**config.mk**
```make
export PLATFORM = sky130hd
export DESIGN_NAME = dtc_timer_top
export DESIGN_NICKNAME = d
export VERILOG_FILES = /design/src/verilog/dtc_pkg.sv /design/src/verilog/dtc_edge_sync.sv /design/src/verilog/dtc_tick_div.sv /design/src/verilog/dtc_timer_top.sv
export VERILOG_INCLUDE_DIRS = /design/src /design/src/verilog
export SDC_FILE = /design/constraint.sdc
export NUM_CORES = 1
export LEC_CHECK = 0
export BUFFER_PORTS_ARGS = -buffer_cell sky130_fd_sc_hd__buf_2
export CORE_ASPECT_RATIO = 1.2
export CORE_MARGIN = 3
export CORE_UTILIZATION = 31
export CTS_BUF_LIST = sky130_fd_sc_hd__clkbuf_16
export DETAILED_ROUTE_END_ITERATION = 16
export HOLD_SLACK_MARGIN = 0.06
export PLACE_DENSITY = 0.55
export SLEW_MARGIN = 20
export SYNTH_ARGS = -nofsm -noshare
export SYNTH_HDL_FRONTEND = slang
export SYNTH_HIERARCHICAL = 1
export SYNTH_SLANG_ARGS = --single-unit
```
**constraint.sdc**
```tcl
create_clock -name sys_clk -period 2.9 [get_ports sys_clk]
set_input_delay 0.58 -clock sys_clk [delete_from_list [all_inputs] [get_ports sys_clk]]
set_output_delay 0.58 -clock sys_clk [all_outputs]
set_load 0.02 [all_outputs]
```
**src/verilog/dtc_params.svh**
```systemverilog
// constants of the dual timer/counter block: register offsets, field positions, timing
// assumes inclusion by bare name from the design files of this block
`ifndef DTC_PARAMS_SVH
`define DTC_PARAMS_SVH

`define DTC_A_MODE 8'h89
`define DTC_A_LO0 8'h8a
`define DTC_A_LO1 8'h8b
`define DTC_A_HI0 8'h8c
`define DTC_A_HI1 8'h8d
`define DTC_A_CTL 8'h88

`define DTC_GATE1 7
`define DTC_SRC1 6
`define DTC_MODE1_HI 5
`define DTC_MODE1_LO 4
`define DTC_GATE0 3
`define DTC_SRC0 2
`define DTC_MODE0_HI 1
`define DTC_MODE0_LO 0

`define DTC_FLAG1 7
`define DTC_RUN1 6
`define DTC_FLAG0 5
`define DTC_RUN0 4

`define DTC_RESET_BYTE 8'h00
`define DTC_TICK_DIV 12

`endif

```
**src/verilog/dtc_pkg.sv**
```systemverilog
// types of the dual timer/counter block
// assumes the params header holds all numeric constants
package dtc_pkg;
    typedef enum logic [1:0] {
        DTC_MODE_PRESCALE = 2'b00,
        DTC_MODE_FULL16 = 2'b01,
        DTC_MODE_RELOAD = 2'b10,
        DTC_MODE_SPLIT = 2'b11
    } dtc_mode_t;

    typedef enum logic [2:0] {
        DTC_BUS_IDLE = 3'b001,
        DTC_BUS_WRESP = 3'b010,
        DTC_BUS_RRESP = 3'b100
    } dtc_bus_state_t;
endpackage

```
**src/verilog/dtc_edge_sync.sv**
```systemverilog
// two-stage synchroniser with falling-edge pulse for an external pin
// assumes pin is asynchronous to sys_clk
`timescale 1ns/1ps
module dtc_edge_sync (
    // clock and reset
    input wire logic sys_clk,
    input wire logic resetn,
    // pin and outputs
    input wire logic pin,
    output logic level,
    output logic fall
);
    logic meta_reg;
    logic sync_reg;
    logic prev_reg;

    // first stage feeds only the second
    always_ff @(posedge sys_clk) begin
        if (!resetn) begin
            meta_reg <= 1'b1;
            sync_reg <= 1'b1;
            prev_reg <= 1'b1;
        end else begin
            meta_reg <= pin;
            sync_reg <= meta_reg;
            prev_reg <= sync_reg;
        end
    end

    assign level = sync_reg;
    assign fall = prev_reg & ~sync_reg;
endmodule

```
**src/verilog/dtc_tick_div.sv**
```systemverilog
// divider making a one-cycle internal count tick
// assumes a single sys_clk domain
`timescale 1ns/1ps
module dtc_tick_div #(
    parameter int DIV = 12
) (
    // clock and reset
    input wire logic sys_clk,
    input wire logic resetn,
    // tick
    output logic tick
);
    if (DIV < 1 || DIV > 65535) begin : g_div_check
        $error("tick divider out of range");
    end

    logic [15:0] cnt_reg;

    always_ff @(posedge sys_clk) begin
        if (!resetn) begin
            cnt_reg <= 16'h0000;
        end else if (cnt_reg == 16'(DIV - 1)) begin
            cnt_reg <= 16'h0000;
        end else begin
            cnt_reg <= cnt_reg + 16'h0001;
        end
    end

    assign tick = (cnt_reg == 16'(DIV - 1));
endmodule

```
**src/verilog/dtc_timer_top.sv**
```systemverilog
// dual 8-bit-pair timer/counter with mode register, AXI4-Lite register access
// assumes pins are asynchronous and an interrupt controller pulses service acknowledges
//
// The AXI4-Lite interface to the registers was decided locally.
`timescale 1ns/1ps
`include "dtc_params.svh"
module dtc_timer_top #(
    parameter int TICK_DIV = `DTC_TICK_DIV
) (
    // clock and reset
    input wire logic sys_clk,
    input wire logic resetn,
    // axi4-lite write address
    input wire logic [31:0] s_axi_awaddr,
    input wire logic s_axi_awvalid,
    output logic s_axi_awready,
    // axi4-lite write data
    input wire logic [31:0] s_axi_wdata,
    input wire logic [3:0] s_axi_wstrb,
    input wire logic s_axi_wvalid,
    output logic s_axi_wready,
    // axi4-lite write response
    output logic [1:0] s_axi_bresp,
    output logic s_axi_bvalid,
    input wire logic s_axi_bready,
    // axi4-lite read address
    input wire logic [31:0] s_axi_araddr,
    input wire logic s_axi_arvalid,
    output logic s_axi_arready,
    // axi4-lite read data
    output logic [31:0] s_axi_rdata,
    output logic [1:0] s_axi_rresp,
    output logic s_axi_rvalid,
    input wire logic s_axi_rready,
    // external pins
    input wire logic gate_pin_zero,
    input wire logic gate_pin_one,
    input wire logic count_input_pin0,
    input wire logic count_input_pin1,
    // service entry acknowledges and flags
    input wire logic timer0_service_ack,
    input wire logic timer1_service_ack,
    output logic timer0_overflow_flag,
    output logic timer1_overflow_flag
);
    logic [7:0] timer_mode_control_reg;
    logic [7:0] timer0_count_low_reg;
    logic [7:0] timer0_count_high_reg;
    logic [7:0] timer1_count_low_reg;
    logic [7:0] timer1_count_high_reg;
    logic timer0_run_reg;
    logic timer1_run_reg;
    logic timer0_flag_reg;
    logic timer1_flag_reg;

    logic tick;
    logic gate0_lvl;
    logic gate1_lvl;
    logic cnt0_fall;
    logic cnt1_fall;

    dtc_tick_div #(.DIV(TICK_DIV)) u_dtc_tick_div (
        .sys_clk(sys_clk),
        .resetn(resetn),
        .tick(tick)
    );

    dtc_edge_sync u_gate0 (.sys_clk(sys_clk), .resetn(resetn), .pin(gate_pin_zero), .level(gate0_lvl), .fall());
    dtc_edge_sync u_gate1 (.sys_clk(sys_clk), .resetn(resetn), .pin(gate_pin_one), .level(gate1_lvl), .fall());
    dtc_edge_sync u_cnt0 (.sys_clk(sys_clk), .resetn(resetn), .pin(count_input_pin0), .level(), .fall(cnt0_fall));
    dtc_edge_sync u_cnt1 (.sys_clk(sys_clk), .resetn(resetn), .pin(count_input_pin1), .level(), .fall(cnt1_fall));

    // ---- bus slave ----
    dtc_pkg::dtc_bus_state_t bus_state_reg;
    logic [31:0] awaddr_reg;
    logic aw_held_reg;
    logic [31:0] wdata_reg;
    logic [3:0] wstrb_reg;
    logic w_held_reg;
    logic [1:0] bresp_reg;
    logic [31:0] rdata_reg;
    logic [1:0] rresp_reg;
    logic wr_fire;
    logic [7:0] wr_byte;
    logic wr_ok;

    function automatic logic addr_known(input logic [31:0] a);
        addr_known = (a[31:10] == 22'h0) && (a[9:2] inside {`DTC_A_CTL, `DTC_A_MODE, `DTC_A_LO0, `DTC_A_LO1,
            `DTC_A_HI0, `DTC_A_HI1});
    endfunction

    function automatic logic wr_hit(input logic [31:0] a, input logic [7:0] idx);
        wr_hit = (a[31:10] == 22'h0) && (a[9:2] == idx);
    endfunction

    assign s_axi_awready = (bus_state_reg == dtc_pkg::DTC_BUS_IDLE) && !aw_held_reg;
    assign s_axi_wready = (bus_state_reg == dtc_pkg::DTC_BUS_IDLE) && !w_held_reg;
    assign s_axi_arready = (bus_state_reg == dtc_pkg::DTC_BUS_IDLE) && !(aw_held_reg && w_held_reg);
    assign s_axi_bvalid = (bus_state_reg == dtc_pkg::DTC_BUS_WRESP);
    assign s_axi_rvalid = (bus_state_reg == dtc_pkg::DTC_BUS_RRESP);
    assign s_axi_bresp = bresp_reg;
    assign s_axi_rdata = rdata_reg;
    assign s_axi_rresp = rresp_reg;

    assign wr_fire = (bus_state_reg == dtc_pkg::DTC_BUS_IDLE) && aw_held_reg && w_held_reg;
    assign wr_ok = wr_fire && addr_known(awaddr_reg) && wstrb_reg[0];
    assign wr_byte = wdata_reg[7:0];

    always_ff @(posedge sys_clk) begin
        if (!resetn) begin
            aw_held_reg <= 1'b0;
            awaddr_reg <= 32'h0000_0000;
        end else if (s_axi_awvalid && s_axi_awready) begin
            aw_held_reg <= 1'b1;
            awaddr_reg <= s_axi_awaddr;
        end else if (wr_fire) begin
            aw_held_reg <= 1'b0;
        end
    end

    always_ff @(posedge sys_clk) begin
        if (!resetn) begin
            w_held_reg <= 1'b0;
            wdata_reg <= 32'h0000_0000;
            wstrb_reg <= 4'h0;
        end else if (s_axi_wvalid && s_axi_wready) begin
            w_held_reg <= 1'b1;
            wdata_reg <= s_axi_wdata;
            wstrb_reg <= s_axi_wstrb;
        end else if (wr_fire) begin
            w_held_reg <= 1'b0;
        end
    end

    // write has priority over a read arriving in the same cycle
    always_ff @(posedge sys_clk) begin
        if (!resetn) begin
            bus_state_reg <= dtc_pkg::DTC_BUS_IDLE;
            bresp_reg <= 2'b00;
            rresp_reg <= 2'b00;
            rdata_reg <= 32'h0000_0000;
        end else begin
            case (bus_state_reg)
                dtc_pkg::DTC_BUS_IDLE: begin
                    if (wr_fire) begin
                        bresp_reg <= addr_known(awaddr_reg) ? 2'b00 : 2'b10;
                        bus_state_reg <= dtc_pkg::DTC_BUS_WRESP;
                    end else if (s_axi_arvalid && s_axi_arready) begin
                        rresp_reg <= addr_known(s_axi_araddr) ? 2'b00 : 2'b10;
                        rdata_reg <= {24'h00_0000, read_mux(s_axi_araddr)};
                        bus_state_reg <= dtc_pkg::DTC_BUS_RRESP;
                    end
                end
                dtc_pkg::DTC_BUS_WRESP: begin
                    if (s_axi_bready) begin
                        bus_state_reg <= dtc_pkg::DTC_BUS_IDLE;
                    end
                end
                dtc_pkg::DTC_BUS_RRESP: begin
                    if (s_axi_rready) begin
                        bus_state_reg <= dtc_pkg::DTC_BUS_IDLE;
                    end
                end
                default: begin
                    bus_state_reg <= dtc_pkg::DTC_BUS_IDLE;
                end
            endcase
        end
    end

    function automatic logic [7:0] read_mux(input logic [31:0] a);
        read_mux = 8'h00;
        if (a[31:10] == 22'h0) begin
            case (a[9:2])
                `DTC_A_CTL: read_mux = {timer1_flag_reg, timer1_run_reg, timer0_flag_reg, timer0_run_reg, 4'h0};
                `DTC_A_MODE: read_mux = timer_mode_control_reg;
                `DTC_A_LO0: read_mux = timer0_count_low_reg;
                `DTC_A_LO1: read_mux = timer1_count_low_reg;
                `DTC_A_HI0: read_mux = timer0_count_high_reg;
                `DTC_A_HI1: read_mux = timer1_count_high_reg;
                default: read_mux = 8'h00;
            endcase
        end
    endfunction

    // ---- timer control decode ----
    dtc_pkg::dtc_mode_t mode0;
    dtc_pkg::dtc_mode_t mode1;
    logic en0;
    logic en1;
    logic step0;
    logic step1;
    logic step0h;

    assign mode0 = dtc_pkg::dtc_mode_t'({timer_mode_control_reg[`DTC_MODE0_HI],
        timer_mode_control_reg[`DTC_MODE0_LO]});
    assign mode1 = dtc_pkg::dtc_mode_t'({timer_mode_control_reg[`DTC_MODE1_HI],
        timer_mode_control_reg[`DTC_MODE1_LO]});

    // gate pin matters only while the gating bit is set
    assign en0 = timer0_run_reg && (!timer_mode_control_reg[`DTC_GATE0] || gate0_lvl);
    assign en1 = timer1_run_reg && (!timer_mode_control_reg[`DTC_GATE1] || gate1_lvl);
    assign step0 = en0 && (timer_mode_control_reg[`DTC_SRC0] ? cnt0_fall : tick);
    assign step1 = en1 && (timer_mode_control_reg[`DTC_SRC1] ? cnt1_fall : tick) &&
        (mode1 != dtc_pkg::DTC_MODE_SPLIT);
    // split high byte: timer only, run bit one, no gate
    assign step0h = timer1_run_reg && tick;

    // next count of a timer pair; returns overflow in bit 16
    function automatic logic [16:0] next_count(input dtc_pkg::dtc_mode_t m, input logic [7:0] lo,
        input logic [7:0] hi);
        logic [5:0] p;
        logic [8:0] h;
        logic [8:0] l;
        logic [16:0] w;
        p = {1'b0, lo[4:0]} + 6'h01;
        h = {1'b0, hi} + 9'h001;
        l = {1'b0, lo} + 9'h001;
        w = {1'b0, hi, lo} + 17'h0_0001;
        case (m)
            dtc_pkg::DTC_MODE_PRESCALE: begin
                // upper three low-byte bits are left untouched
                if (p[5]) begin
                    next_count = {h[8], h[7:0], lo[7:5], 5'h00};
                end else begin
                    next_count = {1'b0, hi, lo[7:5], p[4:0]};
                end
            end
            dtc_pkg::DTC_MODE_FULL16: next_count = w;
            dtc_pkg::DTC_MODE_RELOAD: next_count = {l[8], hi, (l[8] ? hi : l[7:0])};
            default: next_count = {l[8], hi, l[7:0]};
        endcase
    endfunction

    logic [16:0] nx0;
    logic [16:0] nx1;
    logic [8:0] nx0h;
    logic ovf0;
    logic ovf1;

    assign nx0 = next_count(mode0, timer0_count_low_reg, timer0_count_high_reg);
    assign nx1 = next_count(mode1, timer1_count_low_reg, timer1_count_high_reg);
    assign nx0h = {1'b0, timer0_count_high_reg} + 9'h001;
    assign ovf0 = step0 && nx0[16];
    assign ovf1 = (mode0 == dtc_pkg::DTC_MODE_SPLIT) ? (step0h && nx0h[8]) : (step1 && nx1[16]);

    // ---- register state ----
    always_ff @(posedge sys_clk) begin
        if (!resetn) begin
            timer_mode_control_reg <= `DTC_RESET_BYTE;
        end else if (wr_ok && wr_hit(awaddr_reg, `DTC_A_MODE)) begin
            timer_mode_control_reg <= wr_byte;
        end
    end

    always_ff @(posedge sys_clk) begin
        if (!resetn) begin
            timer0_count_low_reg <= `DTC_RESET_BYTE;
            timer0_count_high_reg <= `DTC_RESET_BYTE;
        end else begin
            // software write to a byte wins over counting in that cycle
            if (wr_ok && wr_hit(awaddr_reg, `DTC_A_LO0)) begin
                timer0_count_low_reg <= wr_byte;
            end else if (step0) begin
                timer0_count_low_reg <= nx0[7:0];
            end
            if (wr_ok && wr_hit(awaddr_reg, `DTC_A_HI0)) begin
                timer0_count_high_reg <= wr_byte;
            end else if (mode0 == dtc_pkg::DTC_MODE_SPLIT) begin
                if (step0h) begin
                    timer0_count_high_reg <= nx0h[7:0];
                end
            end else if (step0) begin
                timer0_count_high_reg <= nx0[15:8];
            end
        end
    end

    always_ff @(posedge sys_clk) begin
        if (!resetn) begin
            timer1_count_low_reg <= `DTC_RESET_BYTE;
            timer1_count_high_reg <= `DTC_RESET_BYTE;
        end else begin
            if (wr_ok && wr_hit(awaddr_reg, `DTC_A_LO1)) begin
                timer1_count_low_reg <= wr_byte;
            end else if (step1) begin
                timer1_count_low_reg <= nx1[7:0];
            end
            if (wr_ok && wr_hit(awaddr_reg, `DTC_A_HI1)) begin
                timer1_count_high_reg <= wr_byte;
            end else if (step1) begin
                timer1_count_high_reg <= nx1[15:8];
            end
        end
    end

    // run bits and flags; a hardware set wins over any clear in the same cycle
    always_ff @(posedge sys_clk) begin
        if (!resetn) begin
            timer0_run_reg <= 1'b0;
            timer1_run_reg <= 1'b0;
            timer0_flag_reg <= 1'b0;
            timer1_flag_reg <= 1'b0;
        end else begin
            if (wr_ok && wr_hit(awaddr_reg, `DTC_A_CTL)) begin
                timer0_run_reg <= wr_byte[`DTC_RUN0];
                timer1_run_reg <= wr_byte[`DTC_RUN1];
            end
            if (ovf0) begin
                timer0_flag_reg <= 1'b1;
            end else if (wr_ok && wr_hit(awaddr_reg, `DTC_A_CTL)) begin
                timer0_flag_reg <= wr_byte[`DTC_FLAG0];
            end else if (timer0_service_ack) begin
                timer0_flag_reg <= 1'b0;
            end
            if (ovf1) begin
                timer1_flag_reg <= 1'b1;
            end else if (wr_ok && wr_hit(awaddr_reg, `DTC_A_CTL)) begin
                timer1_flag_reg <= wr_byte[`DTC_FLAG1];
            end else if (timer1_service_ack) begin
                timer1_flag_reg <= 1'b0;
            end
        end
    end

    assign timer0_overflow_flag = timer0_flag_reg;
    assign timer1_overflow_flag = timer1_flag_reg;
endmodule
```
==> metrics.yaml, run 1 <==
cts_max_path_buffers: 2
die_w_um: 140
worst_hold_path_type: "in2reg"
finalHoldViolCount: 0
crit_fanout: 5
grt_overflow_total: 0
startpoint_type: "register"
finalNonFillerCells: 1233
die_y_um: 167
dp_cells: 1197
worst_path_max_delay_cell: "o31a_1"
worstHoldPathCells: 2
firstDrtPassIters: 5
crit_top_cell: "nor4b_2"
grt_setup_unrepaired: "false"
grt.total_usage_pct: 17.4
worstSetupPathType: "reg2reg"
finClkSkew_ns: 0.00917
yosys_warnings: 6
period_share_pct: 91.8
vias: 6525
synthesis.area_um2: 6690
reg2reg_slack_ns: 0.24
routedWlPerCell_um: 16.7
dp_slack_ns: 0.0684
coreArea_um2: 21100
holdWs_ns: 0.347
worst_setup_path_end_kind: "register"
path_cells: "ha_1 > nor4b_2 > nand4_1 > inv_2 > mux2_2 > nand3_1 > o31a_1 > nor4b_2 > xnor2_1 > a211oi_1"
cts_tree: "done"
cts_htree_levels: 4
num_rows: 58
avgViaCountPerCell: 5.29
ir_drop_v: 0.000414
grt_pass1_vias: 6028
cts_buffers: 17
cp_data_required_time_ns: 3.23
drtAntennaViolNets: 0
ff2ff_path_depth: 10
globalplace.congestion: 0.903
worstReg2RegStart: "u_dtc_tick_div/cnt_reg[1]"
cts-root-buf: "clkbuf_16"
insertion_delay_ns: 0.42
grt_max_degree: 64
drv_slew: 0
p_leak_nw: 2.97
drive_above_1_share_pct: 20.2
final_common_cell: "nand2_1"
fin_crit_ns: 2.66
worstMarginPinSlew_ns: 0.573
cp.arrival_ns: 3.00
layout_setup_ws_ns: 0.238
finalSetupViolCount: 0
finalWirelength_um: 20600
drc_errors: 0
largest_reg_flops: 30
area_growth_pct: 20.7
antenna_found_initial: 2
placed_area_um2: 7450
avgSynthCellArea_um2: 7.89
status: "finished, final reports clean"
relSlewSlack_pct: 61.7
hpwl_um: 15200
finalSetupTns_ns: 0
final_cell_area_um2: 8080
layout.nets: 1067
max_freq_mhz: 376
port_buffers: 98
postSynthCellCount: 848
min_to: "u_gate1/meta_reg"
cts_sinks: 124
r2r-end: "timer0_count_high_reg[6]"
ioPinCount: 156
power_density_nw_per_um2: 546
initial_utilization_pct: 31.7
grt_pass1_wl_um: 32800
clkTransAtPathRegs_ns: 0.06
critPathMaxStageDelay_ns: 0.42
drt_first_iter_violations: 453
worstHoldStart: "gate_pin_one"
dieArea_um2: 23400
final_cell_mix: "nand2_1, dfxtp_1, buf_2"
maxCapViolCount: 0
## routing by layer
layer	vias to the layer above	track usage, %	routed length, µm
met3	34	3.27	988
met2	199	29.6	10400
met5	-	0	0
li1	3203	-	-
met4	0	6.70	519
met1	3089	21.7	8680
## timing repair
action                                  CTS  global route
endpoints found under the setup margin    0            11
gates resized for setup                   0             3
hold buffers                              0             0
buffers inserted                          0             2
endpoints found under the hold margin     0             0
## layout make-up
type                       count  area, µm²
sequential                   124       2480
fill                        2195      13000
inverter                      14       52.6
multi-input combinational    667       3900
clock inverter                15        173
timing repair buffer         124        698
tap                          270        338
clock buffer                  17        425
antenna                        2       5.00
## worst max-delay path, delay by kind of cell, from the launching register on
kind            cells  cell delay, ns
simple gates        4            0.89
compound gates      2            0.64
flops               1            0.39
fa+ha+maj           1            0.21
mux                 1            0.17
buf+inv             1            0.16
xor+xnor            1            0.11
## per-stage QoR
stage	power, mW	util (%)
2_1_floorplan	2.15	-
3_3_place_gp	2.30	35.3
3_5_place_dp	2.30	35.3
4_1_cts	4.46	38.1
5_1_grt	4.59	38.2
6_report	4.41	38.2
## report_power, final
part | leakage [nW] | switching (mW) | total [mW] | internal, mW
logic | 1.68 | 0.259 | 0.414 | 0.155
clock network | 0.285 | 0.806 | 2.15 | 1.35
registers | 1.01 | 0.0725 | 1.84 | 1.77
## worst max-delay path by stage
stage                         startpoint                       end  slack (ns)  cells past startpoint
2_1_floorplan  u_dtc_tick_div/cnt_reg[0]  timer1_count_high_reg[6]        0.33                     11
3_3_place_gp   u_dtc_tick_div/cnt_reg[1]  timer0_count_high_reg[6]        0.13                     10
3_5_place_dp   u_dtc_tick_div/cnt_reg[1]  timer0_count_high_reg[6]        0.07                     10
4_1_cts        u_dtc_tick_div/cnt_reg[1]  timer0_count_high_reg[6]        0.02                     10
5_1_grt        u_dtc_tick_div/cnt_reg[1]  timer0_count_high_reg[6]       0.006                     10
6_report       u_dtc_tick_div/cnt_reg[1]  timer0_count_high_reg[6]        0.24                     10
Power figures use the tool's default switching activity.
==> run 2: changes to the inputs <==
--- a/config.mk
+++ b/config.mk
@@ -13,7 +13,7 @@
 export CTS_BUF_LIST = sky130_fd_sc_hd__clkbuf_16
 export DETAILED_ROUTE_END_ITERATION = 16
 export HOLD_SLACK_MARGIN = 0.06
-export PLACE_DENSITY = 0.55
+export PLACE_DENSITY = 0.57
 export SLEW_MARGIN = 20
 export SYNTH_ARGS = -nofsm -noshare
 export SYNTH_HDL_FRONTEND = slang
==> constraint.sdc (replaced) <==
create_clock -name sys_clk -period 2.4 [get_ports sys_clk]
set_input_delay 0.48 -clock sys_clk [delete_from_list [all_inputs] [get_ports sys_clk]]
set_output_delay 0.48 -clock sys_clk [all_outputs]
set_load 0.02 [all_outputs]
==> run 2 against run 1 <==
Compared with the run above: clock-buffer cell count unchanged; cell count up 3.7%; design area up 7.3%; sequential power up 21%; worst hold slack worse by 0.10 ns; sequential cell count unchanged; via count up 1.9%; routed wire length up 1.1%; total power up 20%; utilization up 2.8 points; largest cell class unchanged; largest power group unchanged.
==> metrics.yaml, run 2 (synthesized netlist as in run 1, its figures left out) <==
status: "finished, final reports clean"  # unchanged
relSlewSlack_pct: 63.2  # was 61.7%
port_buffers: 98  # unchanged
grt.total_usage_pct: 17.6  # was 17.4%
worstHoldStart: "gate_pin_one"  # unchanged
num_rows: 58  # unchanged
cts_buffers: 17  # unchanged
vias: 6652  # was 6525
worst_setup_path_end_kind: "register"  # unchanged
clkTransAtPathRegs_ns: 0.06  # about the same
p_leak_nw: 3.26  # was 2.97 nW
worstSetupPathType: "reg2reg"  # unchanged
area_growth_pct: 29.5  # was 20.7%
finalWirelength_um: 20800  # was 20600 µm
finalHoldViolCount: 0  # unchanged
finClkSkew_ns: 0.00787  # was 0.00917 ns
grt_max_degree: 40  # was 64
path_cells: "or4b_1 > or4_4 > or4_4 > or3_1 > a31oi_1"  # was ha_1 > nor4b_2 > nand4_1 > inv_2 > mux2_2 > nand3_1 > o31a_1 > nor4b_2 > xnor2_1 > a211oi_1
cts_htree_levels: 4  # unchanged
avgViaCountPerCell: 5.20  # was 5.29
worst_hold_path_type: "in2reg"  # unchanged
grt_setup_unrepaired: "true"  # was false
power_density_nw_per_um2: 610  # was 546 nW/µm²
cts-root-buf: "clkbuf_16"  # unchanged
crit_start: "awaddr_reg[30]"  # was u_dtc_tick_div/cnt_reg[1]
crit_fanout: 4  # was 5
largest_reg_flops: 30  # unchanged
layout.nets: 1114  # was 1067
cts_max_path_buffers: 2  # unchanged
placed_area_um2: 7800  # was 7450 µm²
drtAntennaViolNets: 0  # unchanged
critPathTopFamily: "simple AND/OR/NAND/NOR gates"  # unchanged
routedWlPerCell_um: 16.3  # was 16.7 µm
wl_met2_um: 10300  # was 10400 µm
firstDrtPassIters: 7  # was 5
antenna_found_initial: 2  # unchanged
wl_met1_um: 8740  # was 8680 µm
cts_tree: "done"  # unchanged
worstMarginPinSlew_ns: 0.552  # was 0.573 ns
hpwl_um: 15700  # was 15200 µm
fin_util_pct: 41.0  # was 38.2%
dieArea_um2: 23400  # unchanged
grt_pass1_vias: 6383  # was 6028
die_w_um: 140  # unchanged
ioPinCount: 156  # unchanged
worst_path_max_delay_cell: "or4_4"  # was o31a_1
startpoint_type: "register"  # unchanged
finalSetupViolCount: 0  # unchanged
initial_utilization_pct: 31.7  # unchanged
worstReg2RegStart: "awaddr_reg[30]"  # was u_dtc_tick_div/cnt_reg[1]
drive_above_1_share_pct: 27.9  # was 20.2%
coreArea_um2: 21100  # unchanged
max_freq_mhz: 420  # was 376 MHz
highest_layer: "met5"  # was met4
ir_drop_v: 0.000522  # was 0.000414 V
globalplace.congestion: 0.898  # was 0.903
n_fill_cell: 2146  # was 2195
crit_top_cell: "or4_4"  # was nor4b_2
grt_pass1_wl_um: 33400  # was 32800 µm
power.total_mw: 5.29  # was 4.41 mW
cts_sinks: 124  # unchanged
insertion_delay_ns: 0.42  # about the same
drc_errors: 0  # unchanged
drv_slew: 0  # unchanged
cts-hold-fix-buffers: 0  # unchanged
dp_cells: 1241  # was 1197
finalNonFillerCells: 1279  # was 1233
die_y_um: 167  # unchanged
fin_crit_ns: 2.38  # was 2.66 ns
cp_num_buf_inv: 0  # was 1
final_cell_mix: "nand2_1, dfxtp_1, buf_2"  # unchanged
cp_data_required_time_ns: 2.75  # was 3.23 ns
maxCapViolCount: 0  # unchanged
wl_met3_um: 1120  # was 988 µm
critPathMaxStageDelay_ns: 0.58  # was 0.42 ns
final_cell_area_um2: 8670  # was 8080 µm²
cp.arrival_ns: 2.73  # was 3.00 ns
final_common_cell: "nand2_1"  # unchanged
period_share_pct: 99.3  # was 91.8%
grt_overflow_total: 0  # unchanged
drt_first_iter_violations: 440  # was 453
==> run 2: cell count changes in the layout (fill, tap and decap cells not counted), moves of 4 or more <==
cell / before / now
a21oi_1: 84 / 79
a21oi_2: 0 / 4
buf_4: 25 / 66
buf_6: 0 / 4
nand3_1: 32 / 28
o21ai_0: 27 / 17
o21ai_2: 0 / 7
==> run 2: final timing paths <==
path	depth (start not counted)	slack, ns	to
worst max register to register	5	0.02	timer0_overflow_flag
worst min register to register	1	0.41	u_cnt0/level
worst min-delay path	2	0.25	u_gate1/meta_reg
worst max-delay path	5	0.02	timer0_overflow_flag
==> run 2: stage by stage <==
stage               hold slack (ns)  TNS (ns)  setup slack, ns
CTS                           0.237         0          0.00202
global placement              0.391    -0.568          -0.0707
global route                  0.242    -0.752           -0.107
detailed placement            0.397     -1.52           -0.181
finish                        0.245         0           0.0175
floorplan                     0.386   -0.0194          -0.0177
==> run 2: power breakdown <==
| part | leakage (nW) | switching [mW] | internal [mW] |
|---|---|---|---|
| registers | 1.01 | 0.0885 | 2.14 |
| logic | 1.98 | 0.332 | 0.229 |
| clock network | 0.271 | 0.979 | 1.52 |
==> run 2: layout make-up <==
type	count	area (µm²)	area share (%)
clock buffers	17	425	4.91
multi-input cells	667	4140	47.7
inverters	14	52.6	0.606
diodes	1	2.50	0.0289
clock inverters	15	149	1.72
well taps	270	338	3.90
flip-flops and latches	124	2480	28.7
repair buffers	171	1080	12.4
==> run 2: metal layers <==
metal  GRT usage, %  vias up
met5              0        -
met4           7.29        2
met3           3.50       36
met2           29.8      212
met1           21.7     3104
li1               -     3298
==> run 2: timing repair <==
item / in CTS / in global routing
gates cloned: 0 / 1
gates resized for setup: 16 / 49
endpoints found under the setup margin: 28 / 37
setup buffers: 0 / 5
pin swaps: 3 / 25
